### src/uep_pkg.sv
// Purpose: Shared constants and types for the endpoint-0 and USB event register block.
// Assumes: APB with 32-bit data; each register index is a word index (byte address = 4 x index).
// Notes:   Only the low eight bits of each register carry data; the rest read as zero.
package uep_pkg;

	localparam int unsigned ADDR_W = 18;

	// Register indices; byte address is four times the index.
	localparam logic [15:0] IDX_EP0_IN_BYTE_COUNT  = 16'hFF81;
	localparam logic [15:0] IDX_EP0_OUT_CONFIG     = 16'hFF82;
	localparam logic [15:0] IDX_EP0_OUT_BYTE_COUNT = 16'hFF83;
	localparam logic [15:0] IDX_USB_EVENT_MASK     = 16'hFFFD;
	localparam logic [15:0] IDX_USB_EVENT_STATUS   = 16'hFFFE;
	localparam logic [15:0] IDX_DEVICE_ADDRESS     = 16'hFFFF;

	// Fixed endpoint-0 buffer locations.
	localparam logic [15:0] EP0_OUT_BUF_BASE = 16'hFEF0;
	localparam logic [15:0] EP0_IN_BUF_BASE  = 16'hFEF8;

	// Field positions.
	localparam int unsigned CNT_NAK_BIT    = 7;
	localparam int unsigned CFG_PERMIT_BIT = 7;
	localparam int unsigned CFG_TOGGLE_BIT = 5;
	localparam int unsigned CFG_STALL_BIT  = 3;
	localparam int unsigned CFG_IRQEN_BIT  = 2;
	localparam int unsigned EV_SETUP_OVW   = 0;
	localparam int unsigned EV_WAKE        = 1;
	localparam int unsigned EV_SETUP       = 2;
	localparam int unsigned EV_RING        = 3;
	localparam int unsigned EV_RESUME      = 5;
	localparam int unsigned EV_SUSPEND     = 6;
	localparam int unsigned EV_BUS_RESET   = 7;

	// Implemented bits, reset values and count limits.
	localparam logic [7:0] EV_IMPL_MASK   = 8'hEF;
	localparam logic [3:0] CNT_MAX        = 4'h8;
	localparam logic [7:0] BYTE_CNT_RESET = 8'h80;
	localparam logic [6:0] ADDR_RESET     = 7'h00;
	localparam logic [3:0] EP0            = 4'h0;

	typedef enum logic [1:0] {UEP_TOK_SETUP, UEP_TOK_IN, UEP_TOK_OUT} uep_token_t;
	typedef enum logic [1:0] {UEP_HS_ACK, UEP_HS_NAK, UEP_HS_STALL, UEP_HS_DATA} uep_hs_t;

endpackage

### src/uep_ep0_regs.sv
// Purpose: Endpoint-0 control, device address and USB event flags behind an APB slave.
// Assumes: Token, event and pin inputs are synchronous to pclk; tokens are one-cycle pulses.
// Notes:   pready is always high, so every APB transfer finishes in its first access cycle.
//
// Functional notes
// RQ1 - In byte count codes 9 to 15 behave as a count of eight.
// RQ2 - In NAK bit clear sends the packet; set means empty, IN gets NAK.
// RQ3 - Out NAK bit clear accepts OUT data; set means full, OUT gets NAK.
// RQ4 - Out transaction interrupt enable raises a request when an OUT completes.
// RQ5 - Stall bit answers STALL once, then hardware clears it.
// RQ6 - Out toggle bit is read-only and shows the current DATA0/DATA1 state.
// RQ7 - Buffer manager permit clear means endpoint 0 is not serviced.
// RQ8 - Address register holds seven address bits, bit 7 reads zero; tokens match it.
// RQ9 - Status flags are set by hardware, cleared only by writing one; function reset also clears every flag except bus reset.
// RQ10 - A set status flag with its mask bit raises the interrupt request.
// RQ11 - Setup overwrite flag sets when setup arrives while one is held.
// RQ12 - Remote wake flag sets on the wake input.
// RQ13 - Setup flag sets on SETUP; while set, endpoint-0 IN and OUT get NAK; with the stall and permit bits both set they get STALL.
// RQ14 - Rising edge on ring indicate sets the ring flag and requests wake.
// RQ15 - Resume flag sets when resume signalling is detected.
// RQ16 - Suspend flag sets on global or selective suspend.
// RQ17 - Bus reset flag sets on port reset; function reset leaves it alone.
// RQ18 - Endpoint-0 buffers sit at fixed addresses, out then in.
// RQ19 - Mask register uses the status bit positions and gates each flag.
// RQ20 - Accepted OUT loads count and sets out NAK; acknowledged IN sets in NAK.
//
// The APB register port was chosen for this implementation.
`timescale 1ns/1ps
module uep_ep0_regs
	import uep_pkg::*;
(
	input  wire logic              pclk,          // System clock, 25 MHz.
	input  wire logic              presetn,       // Power-up reset, asynchronous.
	input  wire logic              func_reset,    // USB function reset, synchronous.
	input  wire logic              psel,          // APB select.
	input  wire logic              penable,       // APB access phase.
	input  wire logic              pwrite,        // APB direction.
	input  wire logic [ADDR_W-1:0] paddr,         // APB byte address.
	input  wire logic [31:0]       pwdata,        // APB write data.
	output logic [31:0]            prdata,        // APB read data.
	output logic                   pready,        // APB ready.
	output logic                   pslverr,       // APB error on unmapped address.
	input  wire logic              tok_valid,     // Token received pulse.
	input  wire uep_token_t        tok_kind,      // Token kind.
	input  wire logic [6:0]        tok_addr,      // Token device address.
	input  wire logic [3:0]        tok_ep,        // Token endpoint.
	input  wire logic [3:0]        out_len,       // OUT data byte count.
	input  wire logic              out_pid_odd,   // OUT data was DATA1.
	input  wire logic              in_acked,      // Host acknowledged IN data.
	input  wire logic              wake_pin,      // Remote wakeup terminal.
	input  wire logic              ring_ind,      // Serial ring indicate.
	input  wire logic              resume_det,    // Resume signalling seen.
	input  wire logic              suspend_det,   // Suspend condition seen.
	input  wire logic              bus_reset_det, // Host port reset seen.
	output logic                   hs_valid,      // Answer pulse.
	output uep_hs_t                hs_code,       // Answer kind.
	output logic [3:0]             in_len,        // IN data byte count.
	output logic                   in_pid_odd,    // IN data is DATA1.
	output logic [15:0]            out_buf_base,  // Out buffer address.
	output logic [15:0]            in_buf_base,   // In buffer address.
	output logic                   out_xfer_irq,  // Out transaction done pulse.
	output logic                   event_irq,     // Event interrupt request.
	output logic                   wake_req       // Ring wake pulse.
);

	function automatic logic [3:0] clamp_count(input logic [3:0] raw);
		return (raw > CNT_MAX) ? CNT_MAX : raw;
	endfunction

	logic [7:0] in_cnt;
	logic [7:0] out_cnt;
	logic       permit;
	logic       stall;
	logic       irq_en;
	logic       out_tog;
	logic [6:0] dev_addr;
	logic [7:0] ev_status;
	logic [7:0] ev_mask;
	logic       ring_prev;
	logic       wake_prev;
	logic [15:0] reg_idx;
	logic       mapped;
	logic       wr;
	logic [7:0] wbyte;
	logic       hit;
	logic       ep0_busy_nak;
	logic       in_pending;
	logic [7:0] next_ev;
	logic [7:0] ev_set;
	logic [7:0] rd_val;

	////////////////////////////////////////////////////////////////////////////
	// APB decode. Registers answer without wait states.

	assign reg_idx = paddr[ADDR_W-1:2];
	assign wr      = psel && penable && pwrite;
	assign wbyte   = pwdata[7:0];
	assign pready  = 1'b1;

	always_comb begin
		mapped = 1'b1;
		rd_val = 8'h00;
		if (reg_idx == IDX_EP0_IN_BYTE_COUNT) begin
			rd_val = {in_cnt[CNT_NAK_BIT], 3'h0, in_cnt[3:0]};
		end else if (reg_idx == IDX_EP0_OUT_CONFIG) begin
			rd_val = {permit, 1'b0, out_tog, 1'b0, stall, irq_en, 2'h0}; // see RQ6
		end else if (reg_idx == IDX_EP0_OUT_BYTE_COUNT) begin
			rd_val = {out_cnt[CNT_NAK_BIT], 3'h0, out_cnt[3:0]};
		end else if (reg_idx == IDX_USB_EVENT_MASK) begin
			rd_val = ev_mask;
		end else if (reg_idx == IDX_USB_EVENT_STATUS) begin
			rd_val = ev_status;
		end else if (reg_idx == IDX_DEVICE_ADDRESS) begin
			rd_val = {1'b0, dev_addr}; // see RQ8
		end else begin
			mapped = 1'b0;
		end
	end

	assign pslverr = psel && penable && !mapped;

	// Read data is captured in the setup cycle so that it comes from a flop.
	always_ff @(posedge pclk or negedge presetn) begin
		if (!presetn) begin
			prdata <= 32'h0000_0000;
		end else if (psel && !penable) begin
			prdata <= {24'h00_0000, rd_val};
		end
	end

	////////////////////////////////////////////////////////////////////////////
	// Token answer for endpoint 0.

	assign hit          = tok_valid && (tok_addr == dev_addr) && (tok_ep == EP0); // see RQ8
	assign ep0_busy_nak = !permit || ev_status[EV_SETUP]; // see RQ7, RQ13
	assign out_buf_base = EP0_OUT_BUF_BASE; // see RQ18
	assign in_buf_base  = EP0_IN_BUF_BASE; // see RQ18

	always_ff @(posedge pclk or negedge presetn) begin
		if (!presetn) begin
			hs_valid   <= 1'b0;
			hs_code    <= UEP_HS_NAK;
			in_len     <= 4'h0;
			in_pid_odd <= 1'b0;
		end else begin
			hs_valid <= hit && !func_reset;
			if (hit) begin
				if (tok_kind == UEP_TOK_SETUP) begin
					hs_code <= UEP_HS_ACK;
				end else if (stall && permit) begin
					hs_code <= UEP_HS_STALL; // see RQ5
				end else if (ep0_busy_nak) begin
					hs_code <= UEP_HS_NAK; // see RQ7, RQ13
				end else if (tok_kind == UEP_TOK_IN) begin
					if (in_cnt[CNT_NAK_BIT]) begin
						hs_code <= UEP_HS_NAK; // see RQ2
					end else begin
						hs_code <= UEP_HS_DATA;
						in_len  <= clamp_count(in_cnt[3:0]); // see RQ1
					end
				end else if (out_cnt[CNT_NAK_BIT]) begin
					hs_code <= UEP_HS_NAK; // see RQ3
				end else begin
					hs_code <= UEP_HS_ACK;
				end
			end
			in_pid_odd <= out_tog;
		end
	end

	// An IN data packet is outstanding until the host acknowledges it.
	always_ff @(posedge pclk or negedge presetn) begin
		if (!presetn) begin
			in_pending <= 1'b0;
		end else if (func_reset) begin
			in_pending <= 1'b0;
		end else if (hit && tok_kind == UEP_TOK_IN && !(stall && permit) && !ep0_busy_nak
				&& !in_cnt[CNT_NAK_BIT]) begin
			in_pending <= 1'b1;
		end else if (in_acked) begin
			in_pending <= 1'b0;
		end
	end

	////////////////////////////////////////////////////////////////////////////
	// Endpoint-0 registers. Hardware updates win over a firmware write in the same cycle.

	logic out_accept;
	assign out_accept = hit && tok_kind == UEP_TOK_OUT && !(stall && permit) && !ep0_busy_nak
			&& !out_cnt[CNT_NAK_BIT];

	always_ff @(posedge pclk or negedge presetn) begin
		if (!presetn) begin
			in_cnt <= BYTE_CNT_RESET;
		end else if (func_reset) begin
			in_cnt <= BYTE_CNT_RESET;
		end else if (in_pending && in_acked) begin
			in_cnt[CNT_NAK_BIT] <= 1'b1; // see RQ20
		end else if (wr && reg_idx == IDX_EP0_IN_BYTE_COUNT) begin
			in_cnt <= {wbyte[CNT_NAK_BIT], 3'h0, wbyte[3:0]};
		end
	end

	always_ff @(posedge pclk or negedge presetn) begin
		if (!presetn) begin
			out_cnt <= BYTE_CNT_RESET;
		end else if (func_reset) begin
			out_cnt <= BYTE_CNT_RESET;
		end else if (out_accept && out_pid_odd == out_tog) begin
			out_cnt <= {1'b1, 3'h0, clamp_count(out_len)}; // see RQ20, RQ3
		end else if (wr && reg_idx == IDX_EP0_OUT_BYTE_COUNT) begin
			out_cnt <= {wbyte[CNT_NAK_BIT], 3'h0, wbyte[3:0]};
		end
	end

	// A repeated packet with the stale toggle is acknowledged but not stored.
	always_ff @(posedge pclk or negedge presetn) begin
		if (!presetn) begin
			out_tog <= 1'b0;
		end else if (func_reset) begin
			out_tog <= 1'b0;
		end else if (hit && tok_kind == UEP_TOK_SETUP) begin
			out_tog <= 1'b1;
		end else if ((out_accept && out_pid_odd == out_tog) || (in_pending && in_acked)) begin
			out_tog <= !out_tog; // see RQ6
		end
	end

	always_ff @(posedge pclk or negedge presetn) begin
		if (!presetn) begin
			permit <= 1'b0;
			irq_en <= 1'b0;
			stall  <= 1'b0;
		end else if (func_reset) begin
			permit <= 1'b0;
			irq_en <= 1'b0;
			stall  <= 1'b0;
		end else begin
			if (wr && reg_idx == IDX_EP0_OUT_CONFIG) begin
				permit <= wbyte[CFG_PERMIT_BIT];
				irq_en <= wbyte[CFG_IRQEN_BIT];
			end
			if (hit && tok_kind != UEP_TOK_SETUP && stall && permit) begin
				stall <= 1'b0; // see RQ5
			end else if (wr && reg_idx == IDX_EP0_OUT_CONFIG) begin
				stall <= wbyte[CFG_STALL_BIT];
			end
		end
	end

	always_ff @(posedge pclk or negedge presetn) begin
		if (!presetn) begin
			out_xfer_irq <= 1'b0;
		end else begin
			out_xfer_irq <= out_accept && out_pid_odd == out_tog && irq_en && !func_reset; // see RQ4
		end
	end

	always_ff @(posedge pclk or negedge presetn) begin
		if (!presetn) begin
			dev_addr <= ADDR_RESET;
		end else if (func_reset) begin
			dev_addr <= ADDR_RESET;
		end else if (wr && reg_idx == IDX_DEVICE_ADDRESS) begin
			dev_addr <= wbyte[6:0]; // see RQ8
		end
	end

	////////////////////////////////////////////////////////////////////////////
	// Event flags. A set in the same cycle as a write-one clear keeps the flag.

	always_ff @(posedge pclk or negedge presetn) begin
		if (!presetn) begin
			ring_prev <= 1'b0;
			wake_prev <= 1'b0;
			wake_req  <= 1'b0;
		end else begin
			ring_prev <= ring_ind;
			wake_prev <= wake_pin;
			wake_req  <= ring_ind && !ring_prev; // see RQ14
		end
	end

	always_comb begin
		ev_set                = 8'h00;
		ev_set[EV_SETUP_OVW]  = hit && tok_kind == UEP_TOK_SETUP && ev_status[EV_SETUP]; // see RQ11
		ev_set[EV_WAKE]       = wake_pin && !wake_prev; // see RQ12
		ev_set[EV_SETUP]      = hit && tok_kind == UEP_TOK_SETUP; // see RQ13
		ev_set[EV_RING]       = ring_ind && !ring_prev; // see RQ14
		ev_set[EV_RESUME]     = resume_det; // see RQ15
		ev_set[EV_SUSPEND]    = suspend_det; // see RQ16
		ev_set[EV_BUS_RESET]  = bus_reset_det; // see RQ17
		next_ev               = ev_status;
		if (wr && reg_idx == IDX_USB_EVENT_STATUS) begin
			next_ev = next_ev & ~wbyte; // see RQ9
		end
		if (func_reset) begin
			next_ev = next_ev & (8'h01 << EV_BUS_RESET); // see RQ17
		end
		next_ev = (next_ev | ev_set) & EV_IMPL_MASK; // see RQ9
	end

	always_ff @(posedge pclk or negedge presetn) begin
		if (!presetn) begin
			ev_status <= 8'h00;
		end else begin
			ev_status <= next_ev;
		end
	end

	// The reset-event enable survives a function reset, like its flag.
	always_ff @(posedge pclk or negedge presetn) begin
		if (!presetn) begin
			ev_mask <= 8'h00;
		end else if (wr && reg_idx == IDX_USB_EVENT_MASK) begin
			ev_mask <= wbyte & EV_IMPL_MASK; // see RQ19
		end else if (func_reset) begin
			ev_mask <= ev_mask & (8'h01 << EV_BUS_RESET);
		end
	end

	assign event_irq = |(ev_status & ev_mask); // see RQ10, RQ19
endmodule // uep_ep0_regs

### config.mk
export PLATFORM = sky130hd
export DESIGN_NAME = uep_ep0_regs
export DESIGN_NICKNAME = d
export VERILOG_FILES = /design/src/uep_pkg.sv /design/src/uep_ep0_regs.sv
export SDC_FILE = /design/constraint.sdc
export NUM_CORES = 1
export LEC_CHECK = 0
export BUFFER_PORTS_ARGS = -buffer_cell sky130_fd_sc_hd__buf_2
export CELL_PAD_IN_SITES_DETAIL_PLACEMENT = 2
export CELL_PAD_IN_SITES_GLOBAL_PLACEMENT = 2
export CORE_UTILIZATION = 29
export DETAILED_ROUTE_END_ITERATION = 10
export PLACE_DENSITY_LB_ADDON = 0.12
export SLEW_MARGIN = 15
export SYNTH_ARGS = -nofsm -noshare
export SYNTH_HDL_FRONTEND = slang
export SYNTH_SLANG_ARGS = --single-unit
### constraint.sdc
create_clock -name pclk -period 5.6 [get_ports pclk]
set_input_delay 1.4 -clock pclk [delete_from_list [all_inputs] [get_ports pclk]]
set_output_delay 1.4 -clock pclk [all_outputs]
set_load 0.05 [all_outputs]
==> metrics.md <==
| Metric | Value |
|---|---|
| Status | `finished clean` |
| CTS max path bufs | `2` |
| Final Critical Period | `~4.2 ns` |
| Port Buffers | `74` |
| Via count | `2741` |
| Count leader, synth | `buf_4` |
| Post-route ant nets | `0` |
| Setup repair bufs after CTS | `0` |
| Starting DRT DRC Count | `62` |
| Layout cells sized above 1 | `26.29%` |
| Critical path peak fanout | `10` |
| GRT Overall Usage | `between 15 and 20%` |
| Area Growth Syn to Fin | `13.10%` |
| TNS Setup | `0 ns` |
| Hold Crit Class | `flop to flop` |
| Post-Place Worst Slack | `approximately 1.4 ns` |
| Sink count of the clock tree | `56` |
| Die Span X | `about 110 µm` |
| Full die area | `12130 µm²` |
| Clock Latency Late Sink | `0.30 ns` |
| Clk slew on worst S/H paths | `approximately 0.08 ns` |
| First-pass GRT wire length | `around 16 mm` |
| Io pins | `158` |
| Routed vias/inst | `between 4 and 5` |
| PD cells | `about 250 nW/µm²` |
| Number of synthesized register bits | `56` |
| Final worst slack | `between 1 and 1.5 ns` |
| MaxCap Viol Count | `0` |
| Warning count from the yosys run | `0` |
| Hold_buf cts | `0` |
| Num CTS Buffers | `5` |
| CP Class | `input port to primary output` |
| Final Setup Violations | `0` |
| Peak VDD IR | `approximately 0.12 mV` |
| Ant diodes | `0` |
| Clock Skew | `between 0.008 and 0.009 ns` |
| Final hold vios | `0` |
| Cell Rows | `39` |
| Fmax | `around 240 MHz` |
| Prevailing post-synth register cell | `dfrtp_1` |
| CP Launch Type | `input port` |
| Drt total wl | `10.05 mm` |
| Root Driver | `clkbuf_16` |
| Starting Density | `between 20 and 30%` |
| Syn_area_per_cell | `9.498 µm²` |
| WL/cell | `about 18 µm` |
| Cell taking the most area after synthesis | `dfrtp_1` |
| Synth cell types | `54` |
| RSZ-0062 raised after global routing | `no` |
| Post-Syn Area | `between 3000 and 4000 µm²` |
| Post-Syn Instances | `~360` |
| Seq/Total Area, Yosys | `around 41%` |
| GR Overflow Total | `0` |
| Period utilisation layout | `between 70% and 80%` |
| Chip height | `about 110 µm` |
| WP data required | `approximately 4.2 ns` |
| Pleak | `between 1.5 and 2 nW` |
| Commonest cells in the netlist | `buf_4, dfrtp_1, nand2_1` |
| Initial antenna violation count | `0` |
| Final Net Count | `between 500 and 600` |
| Dpl hpwl | `7.629 mm` |
| Crit. End Element | `primary output` |
| CTS tree | `yes` |
| Post-synth EDFFs | `0` |
| DRC violations left | `0` |
| Worst-Margin Slew | `about 0.91 ns` |
| Synth async-reset ratio | `100.0%` |
| Vias in the first global route | `2806` |
| CP arrival | `approximately 2.8 ns` |
| CTS H-tree depth | `2` |
| Area contributors post-synth | `dfrtp_1, buf_4, mux2i_1` |
| GPL Wtd Cong | `just under 0.8` |
| Slew HR | `about two fifths` |
| Resized Gates After CTS | `0` |
| Final Max Slew Viols | `0` |
| DR pass1 iterations | `4` |
| Core Footprint | `11420 µm²` |
| Fillers | `around 1300` |
| Post-synth top area share | `39.11%` |
| Largest net degree at the start of global routing | `57` |
[layer usage]
metal  global-route usage [%]  vias up  part of all wire [%]
li1                         -     1276                     -
met1                    21.94     1369                    44
met2                    30.94       87                    50
met3                    2.234        9                   4.2
met4                    4.229        0                   1.1
met5                        0        -                     0
[final cells by class]
class | instances | area, µm² | area share [%]
Clock buffer | 6 | 128.9 | 3.361
Tap cell | 143 | 178.9 | 4.666
Clock inverter | 2 | 35.03 | 0.9135
Timing Repair Buffer | 77 | 392.9 | 10.24
Multi-Input combinational cell | 281 | 1679 | 43.78
Inverter | 4 | 15.01 | 0.3915
Sequential cell | 56 | 1405 | 36.64
[power breakdown]
part           internal (mW)  switching [mW]  total (mW)  leakage [nW]
clock                  0.211           0.149       0.360        0.0808
sequential             0.409         0.00340       0.413         0.747
combinational         0.0286           0.140       0.168          1.16
total                  0.649           0.292       0.941          1.99
[registers in the layout, indices dropped and copies added, names as in the netlist, 2 cells and up]
name       flops
in_len         4
out_cnt        5
ev_status      7
hs_code        2
dev_addr       7
in_cnt         5
prdata         8
ev_mask        7
[per-stage QoR]
stage          std cells  power [mW]  utilization (%)  instance area [µm²]  hold slack, ns
2_1_floorplan        412      0.5714                -                 3597          0.3883
3_3_place_gp         561      0.5879            32.15                 3671          0.4029
3_5_place_dp         561      0.5896            32.15                 3671          0.4185
4_1_cts              569      0.9548            33.59                 3835          0.4317
5_1_grt              569      0.9757            33.59                 3835          0.4455
6_report             569      0.9412            33.59                 3835          0.4260
[cells in the final DEF (no fill, tap or decap), drive strengths merged, types with 3 or more instances in the layout]
cell type / Yosys / layout
clkbuf: 6 / 6
xnor2: 5 / 5
nor3: 3 / 3
buf: 65 / 77
mux2: 9 / 9
a22o: 5 / 5
nor2: 25 / 25
a31oi: 4 / 4
nor2b: 11 / 11
dfrtp: 53 / 53
and3: 5 / 5
o21ai: 17 / 17
xor2: 3 / 3
inv: 4 / 4
a22oi: 7 / 7
nand2: 39 / 39
conb: 2 / 57
nand4: 6 / 6
mux2i: 19 / 19
a21o: 3 / 3
nand3: 16 / 16
a21oi: 11 / 11
a31o: 4 / 4
dfstp: 3 / 3
[path summary, 6_finish.rpt]
check	start	to	slack (ns)	cells past startpoint
max	paddr[7]	pslverr	1.39	6
min	ring_prev	wake_req	0.43	1
max reg2reg	ev_status[2]	out_tog	3.40	5
min reg2reg	ring_prev	wake_req	0.43	1
max in group asynchronous	presetn	dev_addr[0]	3.81	2
min in group asynchronous	presetn	in_len[3]	1.25	2
[cells by family (layout without fill, tap and decap cells)]
kind of cell,count (synthesis),in the layout,synth area share (%)
AO/OA/AOI/OAI,68,68,13.80
buffers and inverters,75,89,15.13
other,2,57,0.2215
XOR/XNOR,8,8,2.067
flip-flops,56,56,41.44
AND/OR/NAND/NOR,120,120,18.75
multiplexers,28,28,8.598
[critical path, stage by stage]
cell	delay, ns
buf_2	0.10
nand4_1	0.20
nor2_2	0.44
o221ai_1	0.23
and3_1	0.22
buf_2	0.21
Power figures use the tool's default switching activity.
